--- config.mk ---
export PLATFORM = sky130hd
export DESIGN_NAME = ceb_bus_unit
export DESIGN_NICKNAME = d
export VERILOG_FILES = /design/src/hw/ceb_pkg.sv /design/src/hw/ceb_pin_sync.sv /design/src/hw/ceb_bus_unit.sv
export VERILOG_INCLUDE_DIRS = /design/src /design/src/hw
export SDC_FILE = /design/constraint.sdc
export NUM_CORES = 1
export LEC_CHECK = 0
export ABC_CLOCK_PERIOD_IN_PS = 2900
export BUFFER_PORTS_ARGS = -buffer_cell sky130_fd_sc_hd__clkbuf_2
export CORE_UTILIZATION = 25
export DETAILED_ROUTE_END_ITERATION = 10
export HOLD_SLACK_MARGIN = 0.06
export MAX_ROUTING_LAYER = met4
export PLACE_DENSITY = 0.52
export SYNTH_ARGS = -nofsm -noshare
export SYNTH_HDL_FRONTEND = slang
export SYNTH_SLANG_ARGS = --single-unit
--- constraint.sdc ---
create_clock -name sys_clk_i -period 2.9 [get_ports sys_clk_i]
set_input_delay 0.29 -clock sys_clk_i [delete_from_list [all_inputs] [get_ports sys_clk_i]]
set_output_delay 0.29 -clock sys_clk_i [all_outputs]
set_load 0.03 [all_outputs]
--- src/hw/ceb_defines.svh ---
`ifndef CEB_DEFINES_SVH
`define CEB_DEFINES_SVH

// Purpose: Shared constants of the external bus unit.
// Assumes: One 100 MHz clock, synchronous active-high reset.
// Notes: Pin widths are fixed; the refresh counter is one byte wide.

`define CEB_CLK_PERIOD_NS 10
`define CEB_ADDR_W 16
`define CEB_DATA_W 8
`define CEB_SYNC_W 32
`define CEB_STROBE_NS 30
`define CEB_STROBE_CYC ((`CEB_STROBE_NS + `CEB_CLK_PERIOD_NS - 1) / `CEB_CLK_PERIOD_NS)
`define CEB_REFRESH_MARKER_N_RESET 8'h00
`define CEB_REFRESH_MARKER_N_HIGH 8'h00
`define CEB_AUX_BIT 7
`define CEB_SYNC_RESET 32'hFFFF_FFFF

`endif

--- src/hw/ceb_pkg.sv ---
// Purpose: Types of the external bus unit.
// Assumes: Constants come from ceb_defines.svh.
// Notes: States are one-hot with the codes written out.

package ceb_pkg;

    typedef enum logic [6:0] {
        CEB_IDLE    = 7'h01,
        CEB_ADDR    = 7'h02,
        CEB_STROBE  = 7'h04,
        CEB_REFRESH = 7'h08,
        CEB_FLOAT   = 7'h10,
        CEB_GRANT   = 7'h20,
        CEB_RELEASE = 7'h40
    } ceb_state_e;

    typedef enum logic [2:0] {
        CEB_FETCH   = 3'h0,
        CEB_MEM_RD  = 3'h1,
        CEB_MEM_WR  = 3'h2,
        CEB_IO_RD   = 3'h3,
        CEB_IO_WR   = 3'h4,
        CEB_INT_ACK = 3'h5
    } ceb_kind_e;

    typedef struct packed {
        ceb_state_e state;
        ceb_kind_e kind;
        logic onchip;
        logic [1:0] cnt;
        logic [15:0] addr;
        logic [15:0] addr_pin;
        logic addr_oe_n;
        logic [7:0] wdata;
        logic [7:0] data_pin;
        logic data_oe_n;
        logic rd_n;
        logic wr_n;
        logic memory_request_n;
        logic io_request_n;
        logic strobe_oe_n;
        logic first_cycle_marker_n;
        logic first_cycle_oe_n;
        logic refresh_marker_n;
        logic aux_address_bit;
        logic [7:0] refresh_marker_n_addr;
        logic bus_grant_ack_n;
        logic halt_n;
        logic irq_oe_n;
        logic nmi_prev;
        logic nmi_pending;
        logic take_nmi;
        logic take_int;
        logic done;
        logic [7:0] rdata;
        logic ext_rd_prev;
        logic ext_wr_prev;
        logic ext_rd;
        logic ext_wr;
        logic [15:0] ext_addr;
        logic [7:0] ext_wdata;
    } ceb_state_s;

endpackage : ceb_pkg

--- src/hw/ceb_pin_sync.sv ---
// Purpose: Two-flop synchroniser for every pin that the bus unit reads.
// Assumes: Pins idle high; reset loads the idle level.
// Notes: Only the second stage leaves this module.

`timescale 1ns/1ps

`include "ceb_defines.svh"

module ceb_pin_sync (
    // Clock and reset
    input wire logic sys_clk_i,
    input wire logic srst_i,
    // Pins and synchronised copy
    input wire logic [`CEB_SYNC_W-1:0] pins_i,
    output logic [`CEB_SYNC_W-1:0] pins_o
);

    logic [`CEB_SYNC_W-1:0] stage1;

    always_ff @(posedge sys_clk_i)
    begin
        if (srst_i)
        begin
            stage1 <= `CEB_SYNC_RESET;
            pins_o <= `CEB_SYNC_RESET;
        end
        else
        begin
            stage1 <= pins_i;
            pins_o <= stage1;
        end
    end

endmodule : ceb_pin_sync

--- src/hw/ceb_bus_unit.sv ---
// Purpose: External bus signalling of an 8-bit controller core.
// Assumes: The core issues one bus request at a time and waits for done.
// Notes: Pins are split into input, output and active-low output enable.

`timescale 1ns/1ps

`include "ceb_defines.svh"

module ceb_bus_unit (
    // Clock and reset
    input wire logic sys_clk_i,
    input wire logic srst_i,
    // Core request side
    input wire logic req_i,
    input wire ceb_pkg::ceb_kind_e req_kind_i,
    input wire logic req_onchip_i,
    input wire logic [15:0] req_addr_i,
    input wire logic [7:0] req_wdata_i,
    output logic done_o,
    output logic [7:0] rdata_o,
    // Core status and interrupt side
    input wire logic halted_i,
    input wire logic int_enable_i,
    input wire logic sample_irq_i,
    output logic take_nmi_o,
    output logic take_int_o,
    // On-chip peripherals
    input wire logic periph_irq_i,
    input wire logic [7:0] periph_rdata_i,
    output logic ext_periph_rd_o,
    output logic ext_periph_wr_o,
    output logic [15:0] ext_periph_addr_o,
    output logic [7:0] ext_periph_wdata_o,
    // Address and data pins
    input wire logic [15:0] addr_i,
    output logic [15:0] addr_o,
    output logic addr_oe_n_o,
    input wire logic [7:0] data_i,
    output logic [7:0] data_o,
    output logic data_oe_n_o,
    // Strobe pins, all sharing one enable
    input wire logic rd_n_i,
    input wire logic wr_n_i,
    input wire logic memory_request_n_i,
    input wire logic io_request_n_i,
    output logic rd_n_o,
    output logic wr_n_o,
    output logic memory_request_n_o,
    output logic io_request_n_o,
    output logic strobe_oe_n_o,
    // Cycle markers and status pins
    output logic first_cycle_marker_n_o,
    output logic first_cycle_marker_oe_n_o,
    output logic refresh_marker_n_o,
    output logic aux_address_bit_o,
    output logic halt_n_o,
    // Interrupt pins
    input wire logic irq_n_i,
    output logic irq_n_o,
    output logic irq_oe_n_o,
    input wire logic nonmaskable_irq_n_i,
    // Bus grant and mode pins
    input wire logic bus_grant_request_n_i,
    output logic bus_grant_ack_n_o,
    input wire logic emulation_mode_i
);

    import ceb_pkg::*;

    ceb_state_s s;
    ceb_state_s next_s;
    logic [`CEB_SYNC_W-1:0] sync;
    logic [15:0] ext_addr;
    logic [7:0] ext_data;
    logic ext_rd_n;
    logic ext_wr_n;
    logic ext_mem_n;
    logic ext_io_n;
    logic grant_req_n;
    logic nmi_n;
    logic irq_n;
    logic emul;

    // Emulation mode is a strap, but it arrives as a pin.
    ceb_pin_sync u_sync (
        .sys_clk_i(sys_clk_i),
        .srst_i(srst_i),
        .pins_i({addr_i, data_i, rd_n_i, wr_n_i, memory_request_n_i, io_request_n_i,
                 bus_grant_request_n_i, nonmaskable_irq_n_i, irq_n_i, ~emulation_mode_i}),
        .pins_o(sync)
    );

    assign ext_addr = sync[31:16];
    assign ext_data = sync[15:8];
    assign ext_rd_n = sync[7];
    assign ext_wr_n = sync[6];
    assign ext_mem_n = sync[5];
    assign ext_io_n = sync[4];
    assign grant_req_n = sync[3];
    assign nmi_n = sync[2];
    assign irq_n = sync[1];
    assign emul = ~sync[0];

    function automatic logic is_mem(input ceb_kind_e k);
        is_mem = (k == CEB_FETCH) || (k == CEB_MEM_RD) || (k == CEB_MEM_WR);
    endfunction : is_mem

    function automatic logic is_write(input ceb_kind_e k);
        is_write = (k == CEB_MEM_WR) || (k == CEB_IO_WR);
    endfunction : is_write

    always_comb
    begin
        next_s = s;
        next_s.done = 1'b0;
        next_s.take_nmi = 1'b0;
        next_s.take_int = 1'b0;
        next_s.ext_rd = 1'b0;
        next_s.ext_wr = 1'b0;
        next_s.halt_n = ~halted_i;
        next_s.irq_oe_n = ~periph_irq_i;
        next_s.first_cycle_oe_n = emul;
        next_s.aux_address_bit = s.addr_pin[`CEB_AUX_BIT];

        // A non-maskable edge is held until the core samples it.
        next_s.nmi_prev = nmi_n;
        if (sample_irq_i)
        begin
            if (s.nmi_pending)
            begin
                next_s.take_nmi = 1'b1;
                next_s.nmi_pending = 1'b0;
            end
            else if (!irq_n && int_enable_i)
            begin
                next_s.take_int = 1'b1;
            end
        end
        if (s.nmi_prev && !nmi_n)
        begin
            next_s.nmi_pending = 1'b1;
        end

        case (s.state)
            CEB_IDLE:
            begin
                if (!grant_req_n)
                begin
                    // Float first; acknowledge follows one cycle later.
                    next_s.addr_oe_n = 1'b1;
                    next_s.data_oe_n = 1'b1;
                    next_s.strobe_oe_n = 1'b1;
                    next_s.state = CEB_FLOAT;
                end
                else if (req_i)
                begin
                    next_s.kind = req_kind_i;
                    next_s.onchip = req_onchip_i;
                    next_s.addr = req_addr_i;
                    next_s.wdata = req_wdata_i;
                    next_s.addr_pin = req_addr_i;
                    next_s.aux_address_bit = req_addr_i[`CEB_AUX_BIT];
                    next_s.addr_oe_n = 1'b0;
                    next_s.first_cycle_marker_n =
                        ~((req_kind_i == CEB_FETCH) || (req_kind_i == CEB_INT_ACK));
                    if (is_write(req_kind_i))
                    begin
                        next_s.data_pin = req_wdata_i;
                        next_s.data_oe_n = 1'b0;
                    end
                    next_s.state = CEB_ADDR;
                end
            end
            CEB_ADDR:
            begin
                next_s.cnt = 2'(`CEB_STROBE_CYC - 1);
                if (is_mem(s.kind))
                begin
                    next_s.memory_request_n = 1'b0;
                end
                else
                begin
                    next_s.io_request_n = 1'b0;
                end
                if (is_write(s.kind))
                begin
                    next_s.wr_n = 1'b0;
                end
                else if (s.kind != CEB_INT_ACK)
                begin
                    next_s.rd_n = 1'b0;
                end
                if (s.onchip && !is_write(s.kind))
                begin
                    next_s.data_pin = periph_rdata_i;
                    next_s.data_oe_n = 1'b0;
                end
                next_s.state = CEB_STROBE;
            end
            CEB_STROBE:
            begin
                if (s.onchip && !is_write(s.kind))
                begin
                    next_s.data_pin = periph_rdata_i;
                end
                if (s.cnt != 2'h0)
                begin
                    next_s.cnt = s.cnt - 2'h1;
                end
                else
                begin
                    next_s.rdata = s.onchip ? periph_rdata_i : ext_data;
                    next_s.done = 1'b1;
                    next_s.rd_n = 1'b1;
                    next_s.wr_n = 1'b1;
                    next_s.memory_request_n = 1'b1;
                    next_s.io_request_n = 1'b1;
                    next_s.first_cycle_marker_n = 1'b1;
                    next_s.data_oe_n = 1'b1;
                    next_s.state = CEB_IDLE;
                    if (s.kind == CEB_FETCH)
                    begin
                        // Opcode fetch is followed by one refresh cycle.
                        next_s.addr_pin = {`CEB_REFRESH_MARKER_N_HIGH, s.refresh_marker_n_addr};
                        next_s.aux_address_bit = s.refresh_marker_n_addr[`CEB_AUX_BIT];
                        next_s.memory_request_n = 1'b0;
                        next_s.refresh_marker_n = 1'b0;
                        next_s.state = CEB_REFRESH;
                    end
                end
            end
            CEB_REFRESH:
            begin
                next_s.aux_address_bit = s.refresh_marker_n_addr[`CEB_AUX_BIT];
                next_s.memory_request_n = 1'b1;
                next_s.refresh_marker_n = 1'b1;
                next_s.refresh_marker_n_addr = s.refresh_marker_n_addr + 8'h01;
                next_s.state = CEB_IDLE;
            end
            CEB_FLOAT:
            begin
                // Pins have been released for a full cycle now.
                next_s.bus_grant_ack_n = 1'b0;
                next_s.ext_rd_prev = 1'b1;
                next_s.ext_wr_prev = 1'b1;
                next_s.state = CEB_GRANT;
            end
            CEB_GRANT:
            begin
                // The master owns the address and strobes; we listen, and drive data only on its I/O reads.
                next_s.ext_rd_prev = ext_rd_n;
                next_s.ext_wr_prev = ext_wr_n;
                next_s.ext_addr = ext_addr;
                if (!ext_io_n && s.ext_rd_prev && !ext_rd_n)
                begin
                    next_s.ext_rd = 1'b1;
                end
                if (!ext_io_n && s.ext_wr_prev && !ext_wr_n)
                begin
                    next_s.ext_wr = 1'b1;
                    next_s.ext_wdata = ext_data;
                end
                // Memory cycles of the master are not ours to answer.
                next_s.data_oe_n = ~(!ext_io_n && ext_mem_n && !ext_rd_n);
                next_s.data_pin = periph_rdata_i;
                if (grant_req_n)
                begin
                    next_s.bus_grant_ack_n = 1'b1;
                    next_s.data_oe_n = 1'b1;
                    next_s.state = CEB_RELEASE;
                end
            end
            CEB_RELEASE:
            begin
                // One idle cycle so the master's drivers are gone first.
                next_s.rd_n = 1'b1;
                next_s.wr_n = 1'b1;
                next_s.memory_request_n = 1'b1;
                next_s.io_request_n = 1'b1;
                next_s.strobe_oe_n = 1'b0;
                next_s.state = CEB_IDLE;
            end
            default:
            begin
                next_s.state = CEB_IDLE;
            end
        endcase
    end

    always_ff @(posedge sys_clk_i)
    begin
        if (srst_i)
        begin
            s <= '0;
            s.state <= CEB_IDLE;
            s.kind <= CEB_FETCH;
            s.rd_n <= 1'b1;
            s.wr_n <= 1'b1;
            s.memory_request_n <= 1'b1;
            s.io_request_n <= 1'b1;
            s.first_cycle_marker_n <= 1'b1;
            s.first_cycle_oe_n <= 1'b0;
            s.refresh_marker_n <= 1'b1;
            s.data_oe_n <= 1'b1;
            s.bus_grant_ack_n <= 1'b1;
            s.halt_n <= 1'b1;
            s.irq_oe_n <= 1'b1;
            s.nmi_prev <= 1'b1;
            s.ext_rd_prev <= 1'b1;
            s.ext_wr_prev <= 1'b1;
            s.refresh_marker_n_addr <= `CEB_REFRESH_MARKER_N_RESET;
        end
        else
        begin
            s <= next_s;
        end
    end

    assign done_o = s.done;
    assign rdata_o = s.rdata;
    assign take_nmi_o = s.take_nmi;
    assign take_int_o = s.take_int;
    assign ext_periph_rd_o = s.ext_rd;
    assign ext_periph_wr_o = s.ext_wr;
    assign ext_periph_addr_o = s.ext_addr;
    assign ext_periph_wdata_o = s.ext_wdata;
    assign addr_o = s.addr_pin;
    assign addr_oe_n_o = s.addr_oe_n;
    assign data_o = s.data_pin;
    assign data_oe_n_o = s.data_oe_n;
    assign rd_n_o = s.rd_n;
    assign wr_n_o = s.wr_n;
    assign memory_request_n_o = s.memory_request_n;
    assign io_request_n_o = s.io_request_n;
    assign strobe_oe_n_o = s.strobe_oe_n;
    assign first_cycle_marker_n_o = s.first_cycle_marker_n;
    assign first_cycle_marker_oe_n_o = s.first_cycle_oe_n;
    assign refresh_marker_n_o = s.refresh_marker_n;
    assign aux_address_bit_o = s.aux_address_bit;
    assign halt_n_o = s.halt_n;
    // The open-drain pin only ever pulls low.
    assign irq_n_o = 1'b0;
    assign irq_oe_n_o = s.irq_oe_n;
    assign bus_grant_ack_n_o = s.bus_grant_ack_n;

endmodule : ceb_bus_unit

==> results of run 1 <==
-- logic make-up after synthesis --
group / Yosys count / share of synthesized area
fa+ha+maj: 2 / 0.00386
compound gates: 98 / 0.100
flops: 164 / 0.507
mux: 21 / 0.0326
simple gates: 293 / 0.231
xor+xnor: 14 / 0.0189
other cells: 1 / 0.000579
buf+inv: 116 / 0.106
-- cell usage after synthesis (3+ instances only) --
library cell | n | area (sq um)
a211oi_1 | 8 | 60.1
a21oi_1 | 43 | 215
a311oi_1 | 9 | 78.8
a31oi_1 | 3 | 18.8
and3_1 | 3 | 18.8
and3b_1 | 4 | 35.0
and4_1 | 3 | 26.3
buf_2 | 8 | 40.0
buf_4 | 58 | 435
buf_6 | 3 | 33.8
clkbuf_1 | 33 | 124
dfxtp_1 | 164 | 3280
inv_1 | 12 | 45.0
mux2i_1 | 20 | 200
nand2_1 | 72 | 270
nand2b_1 | 10 | 62.6
nand3_1 | 23 | 115
nand4_1 | 10 | 62.6
nor2_1 | 65 | 244
nor2b_1 | 3 | 18.8
nor3_1 | 21 | 105
o211a_1 | 8 | 80.1
o21ai_0 | 10 | 50.1
o22ai_1 | 5 | 31.3
or2_2 | 65 | 407
xnor2_1 | 3 | 26.3
xor2_1 | 11 | 96.3
-- state kept, by name (all words and copies together), names as in the netlist, 8 cells and up --
register	count
u_sync.pins_o	32
u_sync.stage1	32
s	25
addr_o	16
ext_periph_addr_o	16
data_o	8
ext_periph_wdata_o	8
rdata_o	8
-- per-stage QoR --
stage	utilization	power, mW	worst slack, ps	hold WS (ps)
after detailed placement	0.281	3.03	639	390
after global placement	0.281	3.03	697	381
after CTS	0.319	5.41	621	61.3
final	0.319	5.32	628	85.6
after global routing	0.319	5.57	417	62.0
after floorplan	-	2.88	803	363
-- critical path: cells and delay by family (launching register included) --
| kind | cells | cell delay, ps |
|---|---|---|
| compound gates | 2 | 360 |
| flops | 1 | 450 |
| mux | 1 | 150 |
| simple gates | 2 | 1220 |
-- power breakdown --
part | internal, mW | leakage, nW | switching (mW)
sequential | 2.35 | 1.34 | 0.0629
combinational | 0.249 | 1.79 | 0.348
clock | 1.19 | 0.300 | 1.12
total | 3.78 | 3.44 | 1.53
-- per-layer routing --
layer	part of all wire	GRT usage	up-vias
met5	0	-	-
met4	0.012	0.0450	0
met3	0.051	0.0326	12
met2	0.44	0.187	136
met1	0.50	0.168	2219
li1	-	-	2555
-- cell usage in the layout, fill, tap and decap left out, drive strengths merged, types with 2 or more instances in the layout --
master,Yosys,layout
and2,2,2
nand3,23,23
ha,2,2
nor2,65,65
or3,2,2
nor4b,2,2
or2,66,66
and4b,2,2
nand4,10,10
a211oi,8,8
o2111ai,2,2
or4,2,2
nand2b,10,10
a31oi,3,3
o211a,8,8
and4,3,3
dlygate4sd3,0,33
a21oi,43,43
and3b,4,4
xnor2,3,3
nor3,21,21
o22ai,5,5
nor2b,3,3
mux2i,20,20
buf,70,16
inv,12,18
and3,3,3
clkinv,1,10
o21ai,10,10
xor2,11,11
clkbuf,33,165
nand2,72,72
a311oi,9,9
nor4,2,2
dfxtp,164,164
-- final timing paths --
path	from	endpoint	slack (ps)	depth (start not counted)
worst max register to register	s[119]$_SDFFE_PP0P_	data_oe_n_o$_SDFFE_PP1P_	630	5
worst min-delay path	bus_grant_request_n_i	u_sync.stage1[3]$_SDFF_PP1_	90	2
worst max-delay path	s[119]$_SDFFE_PP0P_	data_oe_n_o$_SDFFE_PP1P_	630	5
worst min register to register	u_sync.pins_o[0]$_SDFF_PP1_	first_cycle_marker_oe_n_o$_SDFF_PP0_	390	1
-- cell type report --
type / count / area share
clock inverter: 15 / 0.0246
tap: 330 / 0.0511
sequential: 164 / 0.406
multi-input combinational: 429 / 0.311
clock buffer: 17 / 0.0526
inverter: 13 / 0.00604
timing repair buffer: 197 / 0.149
==> reports/results.ini, run 1 <==
[logic_synthesis]
syn_area_per_cell_sq_um=9.14
synthArstFlopShare=0
ys_warn_count=0
seq_area_frac_synth=0.507
ys_ff_latch=164
synthesis.nets=786
synth_flop_cell=dfxtp_1
synth_cells=709
synth.distinct_cells=53
synth_edf_count=0
syn_area_sq_um=6480

[worst_setup_path]
end_kind=flop
cp.arrival_ps=2620
path_common_cell=or4_4
crit_chain=or4_4 > or4_4 > a31oi_1 > a2111oi_2 > mux2i_1
slowest_stage=or4_4
worst_setup_path_start_kind=flop
cp_max_fo=21
worstSetupPathType=flop to flop
required_ps=3250
cpPeakStageDelay_ps=620

[clocking]
cts-buffers-inserted=17
clock_path_buffers=2
cts_root_buf=clkbuf_16
cts_setup_buffers=0
cts_tree=yes
cts_resized=0
clk_latency_ps=430
hold_buffers=33
htree_num_levels=4
clock_sinks=164
cts.reportedPaths.clkPinSlew_ps=70

[floorplan]
start_util=0.256
io_pins=151
dieHeight_um=163
core_sq_um=25300
num_rows=58
dieArea_sq_um=26600
die_w_um=163

[place]
portBuffers=149
dp_cells=1100
dp_hpwl_um=11400
postPlaceCellArea_sq_um=7130
gp_congestion=0.785

[layout]
nets=899
design_area_sq_um=8080
seq_area_sq_um=3280
syn_to_final_growth_pct=24.8
diodes=0
drive_gt1_frac=0.321
final_cell_count_no_fill=1165
multi_input_area_sq_um=2510
fill_cells=2627

[worst_hold_path]
hold_path_class=primary input to flop

[timing]
relSlewSlack=0.537
fin_tns_setup_ps=0
rsz0062_at_grt=no
finalClockSkew_ps=16.7
tightest_slew_ps=695
slew_viol_final=0
fin_crit_sh=0.784
fin_crit_ps=2270
max_freq_mhz=440
finalHoldViolations=0
setup_viol=0

[detailed_routing]
first_iter_violations=302
antenna_left=0
drc_errors=0
first_pass_iters=4
wirelength_um=16000
wire_per_inst_um=13.8
num_vias=4922
vias_per_cell=4.22

[global_routing]
grt-ovfl-total=0
grt_util_all_layers=0.127
grt_pass1_vias=4611
grt_pass1_wl_um=25000
antenna_found_initial=0
grt_max_degree=65

[pwr]
leakage_nw=3.44
peakVddDrop_mv=0.416
powerDensity_nw_per_um2=658

[outcome]
outcome=finished clean

[run]
maxCapViolations=0

(Power assumes the default switching activity.)
==> inputs of run 2 (changes only) <==
ABC_AREA = 1   (was not set)
ABC_CLOCK_PERIOD_IN_PS = 2200   (was 2900)
clock period = 2.2 ns   (was 2.9 ns; I/O delays follow)
==> run 2 against run 1 <==
The flow now finishes with violations (DRC). Die area rose by 3.2%. Hold slack improved by 2.0 ps. Maximum frequency rose by 24%. Non-clock buffer count rose by 3. Sequential cell count did not move. Area after synthesis rose by 3.2%.
==> reports/results.ini, run 2 <==
[worst_setup_path]
slowest_stage=dfxtp_1
cp.arrival_ps=2160  ; -460 ps
cp-endpoint=data_o[7]$_SDFFE_PP0P_
timing.rr.start=s[119]$_SDFFE_PP0P_
path_common_cell=nand2_1
cp_max_fo=25  ; +19%
crit_chain=inv_2 > nor2_1 > nand2_1 > nor2_8 > nor2_2 > nand2_1 > nand2_1 > nor2_4 > nand2_1 > nand2_1 > nor2_1
end_kind=flop
cpPeakStageDelay_ps=400  ; -220 ps
regToRegSetupSlack_ps=360  ; -270 ps
worstSetupPathType=flop to flop
rr_worst_depth=11  ; +6
worst_setup_path_start_kind=flop
crit_path_start=s[119]$_SDFFE_PP0P_
r2r_end=data_o[7]$_SDFFE_PP0P_
required_ps=2520  ; -730 ps

[logic_synthesis]
ys_ff_latch=164  ; unchanged
post-synth-top-count-cell=nand2_1
syn_area_sq_um=6690  ; +3.2%
synthMuxAreaShare=0  ; -0.0326
synth_cells=862  ; +22%
syn_area_per_cell_sq_um=7.76  ; -15%
synth_flop_cell=dfxtp_1
seq_area_frac_synth=0.491  ; -0.0159
synth-simple-area-share=0.295  ; +0.0642
synth.distinct_cells=36  ; -32%
synth_top_area_share=0.491  ; -0.0159
ys_warn_count=0  ; unchanged
synthesis.nets=939  ; +19%
synth_top_family_by_area=simple AND/OR/NAND/NOR gates
synth_compound_area_frac=0.0819  ; -0.0185
synthTopCellsByArea=dfxtp_1, nand2_1, nor2_1
synth-xor-area-share=0.00262  ; -0.0163
synthArstFlopShare=0  ; unchanged
yosys-top-cells-count=nand2_1, dfxtp_1, nor2_1
yosys.area_share.adder=0.00374  ; -0.000121
synth_top_cell_by_area=dfxtp_1
synth_edf_count=0  ; unchanged

[global_routing]
antenna_found_initial=0  ; unchanged
grtUsageMet3=0.0307  ; -0.00188
grt.busiest_layer=met2
grt_pass1_wl_um=27000  ; +8.0%
use_met1=0.155  ; -0.0123
grt_util_all_layers=0.134  ; +0.00609
grt-ovfl-total=0  ; unchanged
gr-usage-met2=0.227  ; +0.0398
grt_max_degree=31  ; -52%
grt_pass1_vias=5161  ; +12%

[timing]
tightest_slew_ps=541  ; -153 ps
fin_crit_ps=1840  ; -435 ps
post-route-worst-setup-slack_ps=363  ; -265 ps
fin_crit_sh=0.835  ; +0.0516
rsz0062_at_grt=no
fin_tns_setup_ps=0  ; unchanged
setup_viol=0  ; unchanged
relSlewSlack=0.636  ; +0.0994
finalClockSkew_ps=16.2  ; -0.479 ps
max_freq_mhz=544  ; +24%
slew_viol_final=0  ; unchanged
finalHoldViolations=0  ; unchanged

[run]
maxCapViolations=0  ; unchanged

[floorplan]
dieHeight_um=166  ; +1.6%
die_w_um=166  ; +1.6%
num_rows=59  ; +1.7%
core_sq_um=26100  ; +3.2%
dieArea_sq_um=27400  ; +3.2%
start_util=0.256  ; about the same
io_pins=151  ; unchanged

[pwr]
leakage_nw=3.91  ; +14%
clkPwrFrac=0.417  ; -0.017
p_int_mw=5.76  ; +52%
pwr-share-comb=0.179  ; +0.067
powerDensity_nw_per_um2=976  ; +48%
peakVddDrop_mv=0.463  ; +11%
seq_power_share=0.403  ; -0.051
p_sw_frac=0.299  ; +0.0105
p_sw_mw=2.45  ; +60%

[layout]
reg.largest.list=u_sync.pins_o: 32 flops, u_sync.stage1: 32 flops, s: 25 flops
syn_to_final_growth_pct=25.8
final_cell_count_no_fill=1337  ; +15%
seq_area_sq_um=3280  ; unchanged
final_common_cell=nand2_1
final_cell_mix=nand2_1, dfxtp_1, clkbuf_2
diodes=0  ; unchanged
fill_cells=2811  ; +7.0%
drive_gt1_frac=0.279  ; -0.0415
multi_input_area_sq_um=2570  ; +2.3%
nets=1066  ; +19%
design_area_sq_um=8410  ; +4.1%

[clocking]
cts_resized=0  ; unchanged
cts.reportedPaths.clkPinSlew_ps=70  ; about the same
hold_buffers=40  ; +21%
clock_sinks=164  ; unchanged
htree_num_levels=4  ; unchanged
cts_setup_buffers=0  ; unchanged
clock_path_buffers=2  ; unchanged
cts_root_buf=clkbuf_16
clk_latency_ps=430  ; about the same
cts_tree=yes
cts-buffers-inserted=17  ; unchanged

[detailed_routing]
first_iter_violations=264  ; -13%
wire_per_inst_um=13.0  ; -5.6%
antenna_left=0  ; unchanged
vias_per_cell=4.09  ; -3.2%
first_pass_iters=7  ; +3
drc_errors=13  ; +13
wirelength_um=17400  ; +8.3%
num_vias=5469  ; +11%

[place]
postPlaceCellArea_sq_um=7340  ; +3.0%
post-place-ws_ps=365  ; -274 ps
gp_congestion=0.794  ; +1.1%
dp_cells=1265  ; +15%
portBuffers=149  ; unchanged
dp_hpwl_um=12400  ; +9.3%

[outcome]
outcome=finished, violations left
failed_checks=DRC

[worst_hold_path]
hold_path_class=primary input to flop

[run 2: cell count changes in the layout (fill, tap and decap cells not counted), sizes merged, moves of 9 or more]
cell,change
a21oi,-15
inv,+51
o21ai,+51
nor3,-12
xor2,-10
a311oi,-9
nand2,+106
mux2i,-20
nor2,+77
nand2b,-10
[run 2: per-layer routing]
layer  part of all wire  up-vias  wire length, um
met2               0.48      118             8430
met5                  0        -                0
met3              0.050       14              866
li1                   -     2898                -
met4              0.014        0              248
met1               0.45     2439             7830
[run 2: cell type report]
type | instances | share of cell area
clock buffer | 18 | 0.0522
multi-input combinational | 542 | 0.305
sequential | 164 | 0.390
tap | 335 | 0.0498
inverter | 64 | 0.0286
clock inverter | 14 | 0.0278
timing repair buffer | 200 | 0.146
[run 2: cells by family (layout without fill, tap and decap cells)]
family,after synthesis,in the layout
adder cells (fa/ha/maj),2,2
other,1,1
XOR/XNOR,2,2
AO/OA/AOI/OAI,104,104
buffers and inverters,156,296
AND/OR/NAND/NOR,433,433
flip-flops,164,164
[run 2: power groups by stage]
stage	registers [mW]	logic (mW)	clock network, mW
2_1_floorplan	3.39	1.18	0
3_3_place_gp	3.38	1.42	0
3_5_place_dp	3.38	1.43	0
4_1_cts	3.32	1.49	3.51
5_1_grt	3.34	1.66	3.63
6_report	3.31	1.47	3.43
[run 2: worst min-delay path by stage]
stage | startpoint | endpoint | slack, ps | depth (start not counted)
floorplan | halted_i | halt_n_o$_SDFF_PP1_ | 290 | 1
global placement | halted_i | halt_n_o$_SDFF_PP1_ | 380 | 2
detailed placement | periph_irq_i | irq_oe_n_o$_SDFF_PP1_ | 380 | 2
CTS | periph_rdata_i[5] | rdata_o[5]$_SDFFE_PP0P_ | 60 | 3
global route | periph_rdata_i[5] | rdata_o[5]$_SDFFE_PP0P_ | 90 | 3
finish | periph_rdata_i[5] | rdata_o[5]$_SDFFE_PP0P_ | 90 | 3
[run 2: worst max-delay path: cells and delay by family, from the launching register on]
family / cells / cell delay (ps)
flip-flops: 1 / 400
AND/OR/NAND/NOR: 10 / 1270
buffers and inverters: 1 / 50
[run 2: stage by stage]
step           hold WS (ps)  power, mW   util
3_5_place_dp            380       4.81  0.281
3_3_place_gp            378       4.80  0.281
5_1_grt                92.8       8.63  0.322
4_1_cts                62.1       8.32  0.322
6_report               87.6       8.21  0.322
2_1_floorplan           290       4.57      -
==> inputs of run 3 (changes only) <==
ABC_AREA = 0   (was 1)
ABC_CLOCK_PERIOD_IN_PS = 1600   (was 2200)
PLACE_DENSITY = 0.54   (was 0.52)
clock period = 1.6 ns   (was 2.2 ns; I/O delays follow)
==> run 3 against run 2 <==
The flow finishes with violations (setup timing). Via count decreased by 0.90%. Wire length increased by 5.8%. Register-to-register slack got worse by 640 ps. Final cell count decreased by 4.8%. Die area decreased by 3.1%. Critical endpoint is now data_oe_n_o$_SDFFE_PP1P_.
==> reports/results.ini, run 3 (same netlist as run 1, synthesis figures left out) <==
[outcome]
outcome=finished, violations left
failed_checks=setup timing

[global_routing]
grt_pass1_wl_um=27400  ; +1.3%
antenna_found_initial=1  ; +1
use_met1=0.169  ; +0.0134
grt.busiest_layer=met2
grtUsageMet3=0.0377  ; +0.00697
grt_pass1_vias=5196  ; +0.68%
gr-usage-met2=0.217  ; -0.0101
grt-ovfl-total=0  ; unchanged
grt_util_all_layers=0.138  ; +0.00413
grt_max_degree=53  ; +71%

[layout]
fill_cells=2492  ; -11%
drive_gt1_frac=0.481  ; +0.201
final_common_cell=dfxtp_1
nets=1006  ; -5.6%
seq_area_sq_um=3300  ; +0.42%
reg.largest.list=u_sync.pins_o: 32 flops, u_sync.stage1: 32 flops, s: 25 flops
final_cell_mix=dfxtp_1, clkbuf_2, buf_4
syn_to_final_growth_pct=49.9
multi_input_area_sq_um=3020  ; +17%
final_util=0.383  ; +0.0614

[timing]
fin_crit_ps=1880  ; +41.9 ps
hold_ws_ps=82.0  ; -5.58 ps
fin_crit_sh=1.17  ; +0.339
finalHoldViolations=0  ; unchanged
post-route-worst-setup-slack_ps=-279  ; -642 ps
finalClockSkew_ps=11.7  ; -4.54 ps
max_freq_mhz=532  ; -2.2%
relSlewSlack=0.646  ; +0.00964
setup_viol=64  ; +64
tightest_slew_ps=531  ; -10.3 ps
fin_tns_setup_ps=-8420  ; -8420 ps
rsz0062_at_grt=yes
slew_viol_final=0  ; unchanged

[detailed_routing]
drc_errors=0  ; -13
wirelength_um=18400  ; +5.8%
first_pass_iters=4  ; -3
antenna_left=0  ; unchanged
first_iter_violations=264  ; unchanged
num_vias=5420  ; -0.90%
vias_per_cell=4.26  ; +4.1%
wire_per_inst_um=14.4  ; +11%

[clocking]
clock_path_buffers=2  ; unchanged
cts_root_buf=clkbuf_16
htree_num_levels=4  ; unchanged
cts-buffers-inserted=17  ; unchanged
cts_tree=yes
cts.reportedPaths.clkPinSlew_ps=70  ; about the same
clock_sinks=164  ; unchanged
clk_latency_ps=430  ; about the same

[pwr]
p_sw_mw=3.02  ; +23%
p_sw_frac=0.296  ; -0.00262
pwr-share-comb=0.160  ; -0.019
powerDensity_nw_per_um2=1050  ; +7.7%
clkPwrFrac=0.413  ; -0.004
p_int_mw=7.19  ; +25%
peakVddDrop_mv=0.508  ; +9.9%
leakage_nw=4.17  ; +6.6%
report.power.total_mw=10.2  ; +24%
seq_power_share=0.427  ; +0.024

[floorplan]
io_pins=151  ; unchanged
core_sq_um=25300  ; -3.1%
dieHeight_um=163  ; -1.6%
dieArea_sq_um=26600  ; -3.1%
num_rows=58  ; -1.7%
die_w_um=163  ; -1.6%
start_util=0.256  ; about the same

[worst_setup_path]
cp_max_fo=4  ; -84%
required_ps=1960  ; -560 ps
worstSetupPathType=flop to flop
worst_setup_path_start_kind=flop
end_kind=flop
cp.arrival_ps=2240  ; +80 ps

[place]
post-place-ws_ps=-305  ; -670 ps
portBuffers=149  ; unchanged
dp_hpwl_um=12000  ; -3.0%
gp_congestion=0.870  ; +9.5%

[worst_hold_path]
hold_path_class=primary input to flop

[run]
maxCapViolations=0  ; unchanged

-- run 3: per-layer routing --
layer / share of wire / wire [um]
met2: 0.47 / 8630
met3: 0.051 / 942
met5: 0 / 0
met1: 0.46 / 8540
met4: 0.014 / 259
-- run 3: final cells by class --
| type | count | area share |
|---|---|---|
| antenna | 1 | 0.000258 |
| clock buffer | 17 | 0.0438 |
| clock inverter | 15 | 0.0202 |
| inverter | 13 | 0.00503 |
| multi-input combinational | 429 | 0.311 |
| sequential | 164 | 0.340 |
| tap | 330 | 0.0425 |
| timing repair buffer | 304 | 0.238 |
-- run 3: power groups by stage --
stage                     logic, mW  registers, mW  clock network, mW
after floorplan               0.780           4.45                  0
after global placement         1.22           4.44                  0
after detailed placement       1.23           4.44                  0
after CTS                      1.44           4.35               4.35
after global routing           1.76           4.38               4.54
final                          1.63           4.36               4.22
-- run 3: timing repair --
action	CTS	global route
pin swaps	28	58
hold buffers	55	0
setup endpoints to repair	79	86
gates cloned	2	3
hold endpoints to repair	57	0
gates resized for setup	58	106
setup buffers	8	21
-- run 3: metrics by stage --
stage / std cells / instance area [sq um]
finish: 1273 / 9710
floorplan: 709 / 6530
global route: 1273 / 9710
CTS: 1251 / 9070
detailed placement: 1155 / 7610
global placement: 1155 / 7610
-- run 3: critical path: stages (launching register included) --
cell,delay [ps]
dfxtp_2,330
or4_4,530
or4_4,480
a31oi_2,250
a2111oi_4,80
mux2i_1,140
-- run 3: path summary, 6_finish.rpt --
kind	from	to	slack (ps)	depth (start not counted)
worst max register to register	s[118]$_SDFFE_PP0P_	data_oe_n_o$_SDFFE_PP1P_	-280	5
worst max-delay path	s[118]$_SDFFE_PP0P_	data_oe_n_o$_SDFFE_PP1P_	-280	5
worst min-delay path	req_wdata_i[5]	data_o[5]$_SDFFE_PP0P_	80	4
worst min register to register	u_sync.pins_o[0]$_SDFF_PP1_	first_cycle_marker_oe_n_o$_SDFF_PP0_	380	1
